--- config.mk ---
export PLATFORM = sky130hd
export DESIGN_NAME = mms_top
export DESIGN_NICKNAME = d
export VERILOG_FILES = /design/src/verilog/mms_pkg.sv /design/src/verilog/mms_addr_xlat.sv /design/src/verilog/mms_sram_dec.sv /design/src/verilog/mms_top.sv
export SDC_FILE = /design/constraint.sdc
export NUM_CORES = 1
export LEC_CHECK = 0
export BUFFER_PORTS_ARGS = -buffer_cell sky130_fd_sc_hd__buf_2
export CELL_PAD_IN_SITES_DETAIL_PLACEMENT = 0
export CELL_PAD_IN_SITES_GLOBAL_PLACEMENT = 1
export CORE_AREA = 2 2 164 86
export CTS_CLUSTER_DIAMETER = 100
export DETAILED_ROUTE_END_ITERATION = 16
export DIE_AREA = 0 0 166 88
export MAX_ROUTING_LAYER = met4
export PLACE_DENSITY_LB_ADDON = 0.1
export REMOVE_ABC_BUFFERS = 1
export SYNTH_ARGS = -nofsm -noshare
export SYNTH_HDL_FRONTEND = slang
export SYNTH_SLANG_ARGS = --single-unit
--- constraint.sdc ---
create_clock -name CLK -period 3.2 [get_ports CLK]
set_clock_uncertainty 0.05 [all_clocks]
set_input_delay 0.32 -clock CLK [delete_from_list [all_inputs] [get_ports CLK]]
set_output_delay 0.32 -clock CLK [all_outputs]
set_load 0.03 [all_outputs]
--- src/verilog/mms_pkg.sv ---
// package of register indices, field positions, codes and carriers for the memory interface
package mms_pkg;

	// register indices; the byte address on the bus is four times the index
	localparam logic [7:0]  IDX_WAITCFG  = 8'h63;
	localparam logic [7:0]  IDX_VERSION  = 8'h64;
	localparam logic [7:0]  IDX_MEMCFG   = 8'h66;
	localparam logic [7:0]  IDX_MISC     = 8'h70;
	localparam logic [7:0]  IDX_BANKCFG  = 8'hB1;
	localparam logic [7:0]  IDX_ASYMCFG  = 8'hB4;
	localparam logic [7:0]  IDX_STATUS   = 8'hC0;

	localparam int          PADDR_W      = 12;
	localparam logic [1:0]  IDX_PAD      = 2'h0;

	// reset value of every configuration register
	localparam logic [7:0]  REG_RESET    = 8'h00;

	// field positions
	localparam int          BIT_PAGE     = 0;
	localparam int          BIT_DRAM     = 1;
	localparam int          WS_LSB       = 0;
	localparam int          MS_LSB       = 2;
	localparam int          BIT_VER_EP   = 4;
	localparam int          BIT_SRAM_SEL = 0;
	localparam int          BIT_WAIT_HI  = 4;
	localparam int          BANK_LSB     = 6;
	localparam int          BIT_ASYM     = 7;

	// memory size codes and bank field codes
	localparam logic [2:0]  MS_1M_ONE    = 3'h1;
	localparam logic [2:0]  MS_2X1M      = 3'h2;
	localparam logic [2:0]  MS_2M_ONE    = 3'h3;
	localparam logic [2:0]  MS_2X2M      = 3'h4;
	localparam logic [2:0]  MS_8M_ONE    = 3'h5;
	localparam logic [2:0]  MS_2X8M      = 3'h6;
	localparam logic [1:0]  BF_2X512K    = 2'h1;
	localparam logic [1:0]  BF_2X2M      = 2'h3;

	// sram wait field codes
	localparam logic [1:0]  WS_FAST      = 2'h0;
	localparam logic [1:0]  WS_SLOW      = 2'h1;
	localparam logic [1:0]  WAIT_0       = 2'h0;
	localparam logic [1:0]  WAIT_1       = 2'h1;
	localparam logic [1:0]  WAIT_2       = 2'h2;

	// configuration seen by the address and select logic
	typedef struct packed {
		logic       sram_sel;
		logic       enh_page;
		logic       dram_bit;
		logic [1:0] ws_field;
		logic [2:0] ms;
		logic       asym;
		logic [1:0] bank_field;
		logic       wait_hi;
	} mms_cfg_s;

	// translated dram address
	typedef struct packed {
		logic [11:0] row;
		logic [11:0] col;
		logic        bank;
	} mms_xlat_s;

	// sequencer states, gray coded along idle-row-col and idle-sram-done; col to done and done to idle change two bits
	typedef enum logic [2:0] {
		ST_IDLE = 3'b000,
		ST_ROW  = 3'b001,
		ST_COL  = 3'b011,
		ST_SRAM = 3'b010,
		ST_DONE = 3'b110
	} mms_state_e;

endpackage : mms_pkg

--- src/verilog/mms_addr_xlat.sv ---
// cpu address to multiplexed dram row and column translation
`timescale 1ns/100ps
module mms_addr_xlat
	import mms_pkg::*;
(
	input  wire mms_pkg::mms_cfg_s  cfg,
	input  wire logic [23:1]        addr,
	output mms_pkg::mms_xlat_s      xlat
);
	// both page-control bits set arm the 16-Mbit asymmetric two-bank split
	localparam logic [1:0] WS_ASYM_BOTH = 2'h3;

	// the address bit that no strobe carries picks the bank; the enhanced splits interleave banks, the others use A20
	always_comb
	begin
		xlat.row  = {2'h0, addr[19:10]};
		xlat.col  = {3'h0, addr[9:1]};
		xlat.bank = addr[20];
		if (!cfg.enh_page)
		begin
			// normal page mode: plain symmetric split
			xlat.row  = {2'h0, addr[19:10]};
			xlat.col  = {3'h0, addr[9:1]};
			xlat.bank = addr[20];
		end
		else if (cfg.asym && cfg.bank_field == BF_2X2M && cfg.ws_field == WS_ASYM_BOTH)
		begin
			xlat.row  = {addr[20], addr[21], addr[19:10]};
			xlat.col  = {4'h0, addr[8:1]};
			xlat.bank = addr[9];
		end
		else if (cfg.asym && cfg.bank_field == BF_2X512K)
		begin
			xlat.row  = {3'h0, addr[18:11], addr[19]};
			xlat.col  = {3'h0, addr[9:1]};
			xlat.bank = addr[10];
		end
		else if (!cfg.asym && cfg.ms == MS_2X1M)
		begin
			xlat.row  = {2'h0, addr[19:11], addr[20]};
			xlat.col  = {3'h0, addr[9:1]};
			xlat.bank = addr[10];
		end
		else if (!cfg.asym && cfg.ms == MS_2X2M)
		begin
			xlat.row  = {2'h0, addr[19:12], addr[21], addr[20]};
			xlat.col  = {2'h0, addr[10:1]};
			xlat.bank = addr[11];
		end
		else if (!cfg.asym && cfg.ms == MS_2X8M)
		begin
			xlat.row  = {1'h0, addr[22], addr[19:13], addr[23], addr[21], addr[20]};
			xlat.col  = {1'h0, addr[11:1]};
			xlat.bank = addr[12];
		end
	end
endmodule : mms_addr_xlat

--- src/verilog/mms_sram_dec.sv ---
// sram byte select, bank split and wait state decode
`timescale 1ns/100ps
module mms_sram_dec
	import mms_pkg::*;
(
	input  wire mms_pkg::mms_cfg_s  cfg,
	input  wire logic [23:1]        addr,
	input  wire logic [1:0]         be,
	input  wire logic               write,
	output logic [3:0]              sel_n,
	output logic [1:0]              waits
);
	logic bank;

	// two-bank size codes split the space in half at the top of bank 0
	always_comb
	begin
		bank = 1'b0;
		if (cfg.ms == MS_2X1M)
			bank = addr[20];
		else if (cfg.ms == MS_2X2M)
			bank = addr[21];
		else if (cfg.ms == MS_2X8M)
			bank = addr[23];
	end

	// selects: 0 bank0 low, 1 bank0 high, 2 bank1 low, 3 bank1 high
	assign sel_n = ~(bank ? {be, 2'h0} : {2'h0, be});

	// wait field reused from the page controls while sram is selected
	always_comb
	begin
		if (cfg.ws_field == WS_FAST)
			waits = write ? WAIT_1 : WAIT_0;
		else if (cfg.ws_field == WS_SLOW && !cfg.wait_hi)
			waits = WAIT_1;
		else
			waits = WAIT_2;
	end
endmodule : mms_sram_dec

--- src/verilog/mms_top.sv ---
// main memory interface: apb configuration, dram address mux and sram cycles
// Contract
// - memcfg bit 0 chooses normal or enhanced page translation
// - enhanced, size code 010: row A19-A11,A20; column A9-A1
// - enhanced, size code 100: row A19-A12,A21,A20; column A10-A1
// - enhanced, size code 110: row A22,A19-A13,A23,A21,A20; column A11-A1
// - asymmetric, bank field 01: row A18-A11,A19; column A9-A1
// - asymmetric two 16-Mbit banks: row A20,A21,A19-A10; column A8-A1
// - memcfg bit 1 set for dram; under sram bits 1:0 are wait field
// - asymmetric addressing only for 512K x8 and 1M x16 parts
// - sram up to 16M, one or two 16-bit banks with byte selects
// - misc bit 0 selects sram; column strobes become byte chip selects
// - selects 0..3: bank0 low, bank0 high, bank1 low, bank1 high
// - sram drives full system address 23:1, write strobe as write enable
// - sram waits: 00 gives 0/1, 01 gives 1/1 or 2/2 by waitcfg bit 4
// - dram mux address shares the upper system address pins 23:12
//
// Register access over APB and the placing of the registers were chosen for this implementation.
`timescale 1ns/100ps
module mms_top
	import mms_pkg::*;
(
	input  wire logic                          CLK,
	input  wire logic                          RESETN,
	// apb slave
	input  wire logic                          PSEL,
	input  wire logic                          PENABLE,
	input  wire logic                          PWRITE,
	input  wire logic [mms_pkg::PADDR_W-1:0]   PADDR,
	input  wire logic [31:0]                   PWDATA,
	output logic [31:0]                        PRDATA,
	output logic                               PREADY,
	output logic                               PSLVERR,
	// cpu memory request
	input  wire logic                          REQ_VALID,
	input  wire logic                          REQ_WRITE,
	input  wire logic [23:1]                   REQ_ADDR,
	input  wire logic [1:0]                    REQ_BE,
	output logic                               REQ_DONE,
	output logic                               REQ_BUSY,
	// memory pins
	output logic [23:12]                       SYSTEM_ADDRESS_BUS_HI,
	output logic [11:1]                        SYSTEM_ADDRESS_BUS_LO,
	output logic [1:0]                         ROW_STROBE_N,
	output logic [3:0]                         COL_STROBE_N,
	output logic                               MEMORY_WRITE_STROBE_N
);
	import mms_pkg::*;

	localparam logic [PADDR_W-1:0] A_WAITCFG = {2'h0, IDX_WAITCFG, IDX_PAD};
	localparam logic [PADDR_W-1:0] A_VERSION = {2'h0, IDX_VERSION, IDX_PAD};
	localparam logic [PADDR_W-1:0] A_MEMCFG  = {2'h0, IDX_MEMCFG,  IDX_PAD};
	localparam logic [PADDR_W-1:0] A_MISC    = {2'h0, IDX_MISC,    IDX_PAD};
	localparam logic [PADDR_W-1:0] A_BANKCFG = {2'h0, IDX_BANKCFG, IDX_PAD};
	localparam logic [PADDR_W-1:0] A_ASYMCFG = {2'h0, IDX_ASYMCFG, IDX_PAD};
	localparam logic [PADDR_W-1:0] A_STATUS  = {2'h0, IDX_STATUS,  IDX_PAD};

	// idle levels of the active-low strobes
	localparam logic [1:0]         ROW_IDLE_N = 2'h3;
	localparam logic [3:0]         COL_IDLE_N = 4'hF;

	logic [7:0]   waitcfg_q;
	logic [7:0]   version_q;
	logic [7:0]   memcfg_q;
	logic [7:0]   misc_q;
	logic [7:0]   bankcfg_q;
	logic [7:0]   asymcfg_q;
	logic [31:0]  prdata_q;
	logic         pready_q;
	logic         pslverr_q;
	logic         setup;
	logic         wr_fire;
	logic         hit;
	logic [7:0]   rd_val;

	mms_cfg_s     cfg;
	mms_xlat_s    xlat;
	mms_xlat_s    xlat_q;
	logic [3:0]   sel_n;
	logic [1:0]   waits;

	mms_state_e   state_q;
	logic [1:0]   wait_q;
	logic [23:12] sa_hi_q;
	logic [11:1]  sa_lo_q;
	logic [1:0]   ras_n_q;
	logic [3:0]   cs_n_q;
	logic         we_n_q;
	logic         done_q;
	logic         write_q;
	logic [1:0]   be_q;
	logic         busy_q;

	// mux address lines onto the shared upper system address pins
	function automatic logic [23:12] ma_to_sa(input logic [11:0] ma);
		ma_to_sa = {ma[9:0], ma[10], ma[11]};
	endfunction : ma_to_sa

	// byte enables of the chosen dram bank placed on the four column strobes
	function automatic logic [3:0] bank_strobes_n(input logic bank, input logic [1:0] be);
		bank_strobes_n = ~(bank ? {be, 2'h0} : {2'h0, be});
	endfunction : bank_strobes_n

	assign setup   = PSEL && !PENABLE;
	assign wr_fire = PSEL && PENABLE && PWRITE && pready_q;

	// configuration image taken from the registers
	assign cfg.sram_sel   = misc_q[BIT_SRAM_SEL];
	assign cfg.enh_page   = memcfg_q[BIT_PAGE];
	assign cfg.dram_bit   = memcfg_q[BIT_DRAM];
	assign cfg.ws_field   = memcfg_q[WS_LSB +: 2];
	assign cfg.ms         = memcfg_q[MS_LSB +: 3];
	assign cfg.asym       = asymcfg_q[BIT_ASYM];
	assign cfg.bank_field = bankcfg_q[BANK_LSB +: 2];
	assign cfg.wait_hi    = waitcfg_q[BIT_WAIT_HI];

	mms_addr_xlat u_xlat
	(
		.cfg  (cfg),
		.addr (REQ_ADDR),
		.xlat (xlat)
	);

	mms_sram_dec u_sram
	(
		.cfg   (cfg),
		.addr  (REQ_ADDR),
		.be    (REQ_BE),
		.write (REQ_WRITE),
		.sel_n (sel_n),
		.waits (waits)
	);

	// read mux and address decode; unmapped offsets raise pslverr
	// status reads the busy flop, so software sees the same level as the pin
	always_comb
	begin
		hit    = 1'b1;
		rd_val = REG_RESET;
		if (PADDR == A_WAITCFG)
			rd_val = waitcfg_q;
		else if (PADDR == A_VERSION)
			rd_val = version_q;
		else if (PADDR == A_MEMCFG)
			rd_val = memcfg_q;
		else if (PADDR == A_MISC)
			rd_val = misc_q;
		else if (PADDR == A_BANKCFG)
			rd_val = bankcfg_q;
		else if (PADDR == A_ASYMCFG)
			rd_val = asymcfg_q;
		else if (PADDR == A_STATUS)
			rd_val = {4'h0, busy_q, state_q};
		else
			hit = 1'b0;
	end

	// apb answer: sampled in setup, presented through one access cycle
	always_ff @(posedge CLK or negedge RESETN)
	begin
		if (!RESETN)
		begin
			pready_q  <= 1'b0;
			prdata_q  <= 32'h0000_0000;
			pslverr_q <= 1'b0;
		end
		else
		begin
			pready_q  <= setup;
			prdata_q  <= (setup && !PWRITE) ? {24'h00_0000, rd_val} : 32'h0000_0000;
			pslverr_q <= setup && !hit;
		end
	end

	// configuration writes; software owns the legality of combinations
	// a write lands only at the access edge, so a long setup never writes twice
	always_ff @(posedge CLK or negedge RESETN)
	begin
		if (!RESETN)
		begin
			waitcfg_q <= REG_RESET;
			version_q <= REG_RESET;
			memcfg_q  <= REG_RESET;
			misc_q    <= REG_RESET;
			bankcfg_q <= REG_RESET;
			asymcfg_q <= REG_RESET;
		end
		else if (wr_fire)
		begin
			if (PADDR == A_WAITCFG)
				waitcfg_q <= PWDATA[7:0];
			else if (PADDR == A_VERSION)
				version_q <= PWDATA[7:0];
			else if (PADDR == A_MEMCFG)
				memcfg_q <= PWDATA[7:0];
			else if (PADDR == A_MISC)
				misc_q <= PWDATA[7:0];
			else if (PADDR == A_BANKCFG)
				bankcfg_q <= PWDATA[7:0];
			else if (PADDR == A_ASYMCFG)
				asymcfg_q <= PWDATA[7:0];
		end
	end

	// access sequencer: dram row then column, or sram with wait states
	// requests seen while not idle are dropped; the caller waits for the done
	// pulse and one idle cycle, which keeps a single access outstanding
	always_ff @(posedge CLK or negedge RESETN)
	begin
		if (!RESETN)
		begin
			state_q <= ST_IDLE;
			wait_q  <= WAIT_0;
			xlat_q  <= '0;
			write_q <= 1'b0;
			be_q    <= 2'h0;
		end
		else
		begin
			case (state_q)
				ST_IDLE:
				begin
					if (REQ_VALID)
					begin
						xlat_q  <= xlat;
						write_q <= REQ_WRITE;
						be_q    <= REQ_BE;
						wait_q  <= waits;
						state_q <= cfg.sram_sel ? ST_SRAM : ST_ROW;
					end
				end
				ST_ROW:
					state_q <= ST_COL;
				ST_COL:
					state_q <= ST_DONE;
				ST_SRAM:
				begin
					if (wait_q == WAIT_0)
						state_q <= ST_DONE;
					else
						wait_q <= wait_q - 2'h1;
				end
				ST_DONE:
					state_q <= ST_IDLE;
				default:
					state_q <= ST_IDLE;
			endcase
		end
	end

	// address pins: sram shows the system address, dram shows mux address on the upper pins
	// the pins hold their last value between accesses to save toggling
	always_ff @(posedge CLK or negedge RESETN)
	begin
		if (!RESETN)
		begin
			sa_hi_q <= 12'h000;
			sa_lo_q <= 11'h000;
		end
		else if (state_q == ST_IDLE && REQ_VALID)
		begin
			if (cfg.sram_sel)
			begin
				sa_hi_q <= REQ_ADDR[23:12];
				sa_lo_q <= REQ_ADDR[11:1];
			end
			else
			begin
				sa_hi_q <= ma_to_sa(xlat.row);
				sa_lo_q <= REQ_ADDR[11:1];
			end
		end
		else if (state_q == ST_ROW)
			sa_hi_q <= ma_to_sa(xlat_q.col);
	end

	// strobes: row strobe leads the column strobes by one cycle
	always_ff @(posedge CLK or negedge RESETN)
	begin
		if (!RESETN)
		begin
			ras_n_q <= ROW_IDLE_N;
			cs_n_q  <= COL_IDLE_N;
			we_n_q  <= 1'b1;
		end
		else if (state_q == ST_IDLE && REQ_VALID)
		begin
			if (cfg.sram_sel)
			begin
				cs_n_q <= sel_n;
				we_n_q <= !REQ_WRITE;
			end
			else
			begin
				ras_n_q <= xlat.bank ? 2'h1 : 2'h2;
				we_n_q  <= !REQ_WRITE;
			end
		end
		else if (state_q == ST_ROW)
			cs_n_q <= bank_strobes_n(xlat_q.bank, be_q);
		else if (state_q == ST_COL || (state_q == ST_SRAM && wait_q == WAIT_0))
		begin
			// every strobe drops together so no bank is left open after the access
			ras_n_q <= ROW_IDLE_N;
			cs_n_q  <= COL_IDLE_N;
			we_n_q  <= 1'b1;
		end
	end

	// busy flag: set at the take, cleared as the done pulse ends; a flop rather
	// than gates on the strobes, so the pin carries no combinational glitch
	always_ff @(posedge CLK or negedge RESETN)
	begin
		if (!RESETN)
			busy_q <= 1'b0;
		else if (state_q == ST_IDLE && REQ_VALID)
			busy_q <= 1'b1;
		else if (state_q == ST_DONE)
			busy_q <= 1'b0;
	end

	// completion pulse in the same cycle as the strobes release
	// it coincides with the done state, the one cycle before a new take is legal
	always_ff @(posedge CLK or negedge RESETN)
	begin
		if (!RESETN)
			done_q <= 1'b0;
		else
			done_q <= (state_q == ST_COL) || (state_q == ST_SRAM && wait_q == WAIT_0);
	end

	assign PRDATA                = prdata_q;
	assign PREADY                = pready_q;
	assign PSLVERR               = pslverr_q;
	assign REQ_DONE              = done_q;
	assign REQ_BUSY              = busy_q;
	assign SYSTEM_ADDRESS_BUS_HI = sa_hi_q;
	assign SYSTEM_ADDRESS_BUS_LO = sa_lo_q;
	assign ROW_STROBE_N          = ras_n_q;
	assign COL_STROBE_N          = cs_n_q;
	assign MEMORY_WRITE_STROBE_N = we_n_q;

endmodule : mms_top

==> impl_results.md <==
- GRT met1 Usage: 32.8%
- Power per cell area: 700 nW/um2
- Final Hold Viols: 0
- Worst EP required: 3380 ps
- Synth top cells by count: dfrtp_1, nand2_1, mux2_2
- Most used cell, CP: or4_4
- Via Count: 4049
- Routed Wire Length: 14.5 mm
- Nets: 668
- Via-to-Cell Ratio: 5.24
- Cell variety after synth: 55
- Layout Cell Area excl Fill: 6070 um2
- Critical Path Sink: misc_q[5]
- Wire length per cell: 18.8 um
- Final setup vio count: 0
- CTS resizes: 0
- Synth top area share: 45.6%
- Reg2reg start: memcfg_q[0]
- Global-route track usage on met3: 4.84%
- Vias in the first global route: 3928
- Clk pin slew, worst setup/hold paths: 80 ps
- CTS tree: built
- CP peak stage delay: 630 ps
- Global-route wire length before repair: 22.7 mm
- Ys Warns: 0
- Worst Path Arrival: 2600 ps
- Port Buffers: 93
- Crit Path Class: primary input to flip-flop
- Setup crit end kind: flip-flop
- LEAKAGE: 2.89 nW
- Antenna diode count: 0
- Register area share after synthesis: 49.2%
- Worst hold path type: primary input to flip-flop
- Num rows: 30
- Fmax: 414 MHz
- Worst-Skew Late Latency: 350 ps
- Setup slack, reg-to-reg: 1140 ps
- Area grow syn2layout: 17.6%
- Final core occ: 46.0%
- CP Depth: 5
- Delay-heaviest family, CP: simple AND/OR/NAND/NOR gates
- Die X: 166 um
- Post-Syn Area: 5160 um2
- Worst-path fanout max: 8
- Max-slew violations: 0
- GP Congestion: 0.860
- Detail Placement HPWL: 10.9 mm
- Avg Synthesized Cell Area: 10.3 um2
- EDFF count, synth: 0
- Tmin final: 2420 ps
- CTS max path bufs: 2
- Die area: 14600 um2
- Root buf cell: clkbuf_16
- Critical path launch point: PADDR[1]
- Worst Max-Slew Pin Slew: 707 ps
- H-tree levels: 3
- Clock sink count: 101
- Unrepaired setup endpoints after global routing: no
- Initial antenna violation count: 0
- Total global-route track usage: 21.2%
- GRT Max-Usage Layer: met1
- Period utilization: 75.5%
- Die height: 88 um
- Most numerous cell in the Yosys netlist: dfrtp_1
- Buffers plus inverters on the worst setup path: 1
- Share of layout cells above drive strength 1: 33.7%
- Top post-synthesis cells by area: dfrtp_1, mux2_2, nand2_1, buf_4, dfstp_2
- Peak supply drop: 0.308 mV
- DR iter-0 viols: 180
- RR Endpoint: SYSTEM_ADDRESS_BUS_HI[15]
- Startpoint types: primary input
- Antenna Nets Post-Route: 0
- Most used flip-flop cell after synthesis: dfrtp_1
- Filler Cells Inserted: 1273
- Max_cap viols: 0
- Post-Syn Instances: 499
- FFs w/ async S/R, synth: 100%
- DRC viols: 0
- Pin count of the biggest net entering global routing: 49
- Slew headroom: 52.2%
- Placed Area: 5760 um2
- Slowest CP cell: nor4_4
- Cts-stage hold buffer count: 1
- Fin Setup TNS: 0 ps
- Met2 usage: 27.3%
- GRT Residual Overflow: 0
- Pre-antenna DRT Iters: 4
- IO Count: 142
- Leading area contributor after synthesis: dfrtp_1
- Postcts setup bufs: 0
- CTS Buf Count: 9
- CORE AREA: 13200 um2
- Status: completed
- Power, Total: 4.25 mW
- Cell chain of the critical path: buf_2, or4_4, or4_4, nor4_4, mux2_2
- Initial Util: 39.2%
- Reg2Reg Depth: 5
- Seq cells post-synth: 101
worst register-to-register path, stage by stage, from the launching register on:
cell and delay (ps):
dfrtp_1 620, nor4bb_1 710, mux2i_1 260, nor2_1 50, a21oi_1 170, a21oi_1 90
layout by cell type (no fill, tap or decap), types with 3 or more instances in the layout:
master / netlist / layout
dfrtp_1: 94 / 94
buf_2: 0 / 92
nand2_1: 80 / 80
mux2_2: 55 / 55
a21oi_1: 27 / 27
conb_1: 1 / 24
o21ai_0: 21 / 21
buf_4: 32 / 20
o22ai_1: 14 / 14
nand3_1: 12 / 12
nor2_1: 11 / 11
a31oi_1: 11 / 11
nor2b_1: 10 / 10
clkbuf_16: 0 / 9
a211oi_1: 8 / 8
dfstp_2: 7 / 7
inv_1: 7 / 7
nor3_1: 6 / 6
nand3b_1: 6 / 6
mux2i_1: 6 / 6
and3_1: 5 / 5
a221o_1: 5 / 5
nand2b_1: 4 / 4
o211ai_1: 4 / 4
nor3b_1: 3 / 3
or2_2: 3 / 3
a22oi_1: 3 / 3
sequential cells by signal (all words and copies together) (netlist names):
register	count
PSLVERR	1
asymcfg_q	8
waitcfg_q	8
SYSTEM_ADDRESS_BUS_HI	12
ROW_STROBE_N	2
REQ_DONE	1
state_q	3
be_q	2
memcfg_q	8
COL_STROBE_N	4
SYSTEM_ADDRESS_BUS_LO	11
PREADY	1
wait_q	2
REQ_BUSY	1
bankcfg_q	8
xlat_q	4
PRDATA	8
MEMORY_WRITE_STROBE_N	1
misc_q	8
version_q	8
logic make-up after synthesis:
| kind of cell | after synthesis | share of synthesized area (%) |
|---|---|---|
| other | 1 | 0.0727 |
| multiplexers | 62 | 13.4 |
| AO/OA/AOI/OAI | 110 | 13.8 |
| buffers and inverters | 62 | 6.84 |
| adder cells (fa/ha/maj) | 1 | 0.243 |
| flip-flops | 101 | 49.2 |
| AND/OR/NAND/NOR | 162 | 16.5 |
power by group:
| part | internal [mW] | switching [mW] | total (mW) |
|---|---|---|---|
| combinational | 0.435 | 0.958 | 1.39 |
| clock | 0.617 | 0.503 | 1.12 |
| sequential | 1.54 | 0.191 | 1.73 |
metrics by stage:
step	setup slack, ps	cells	hold WS (ps)
5_1_grt	769	772	94.5
3_5_place_dp	420	755	347
6_report	783	772	99.9
2_1_floorplan	68.1	467	-25.6
3_3_place_gp	458	755	337
4_1_cts	795	772	98.8
metal layers:
layer / wire length, um / vias to the layer above
met3: 1060 / 7
li1: - / 1940
met1: 7640 / 1993
met2: 5710 / 109
met4: 90 / 0
met5: 0 / -
how the worst min path moves through the flow:
stage                     startpoint               endpoint  slack (ps)  cells after the start
after floorplan               RESETN              PRDATA[0]         -30                      0
after global placement        RESETN           version_q[5]         340                      1
after detailed placement      RESETN           version_q[5]         350                      1
after CTS                  REQ_WRITE  MEMORY_WRITE_STROBE_N         100                      2
after global routing       REQ_WRITE  MEMORY_WRITE_STROBE_N          90                      2
final                      REQ_WRITE  MEMORY_WRITE_STROBE_N         100                      2
final cells by class:
| type | instances | area, um2 | area share, % |
|---|---|---|---|
| Multi-Input combinational cell | 359 | 2360 | 38.9 |
| Timing Repair Buffer | 113 | 621 | 10.2 |
| Clock buffer | 10 | 229 | 3.77 |
| Sequential cell | 101 | 2540 | 41.8 |
| Tap cell | 176 | 220 | 3.63 |
| Inverter | 7 | 26.3 | 0.433 |
| Clock inverter | 6 | 71.3 | 1.18 |
Power figures use the tool's default switching activity.
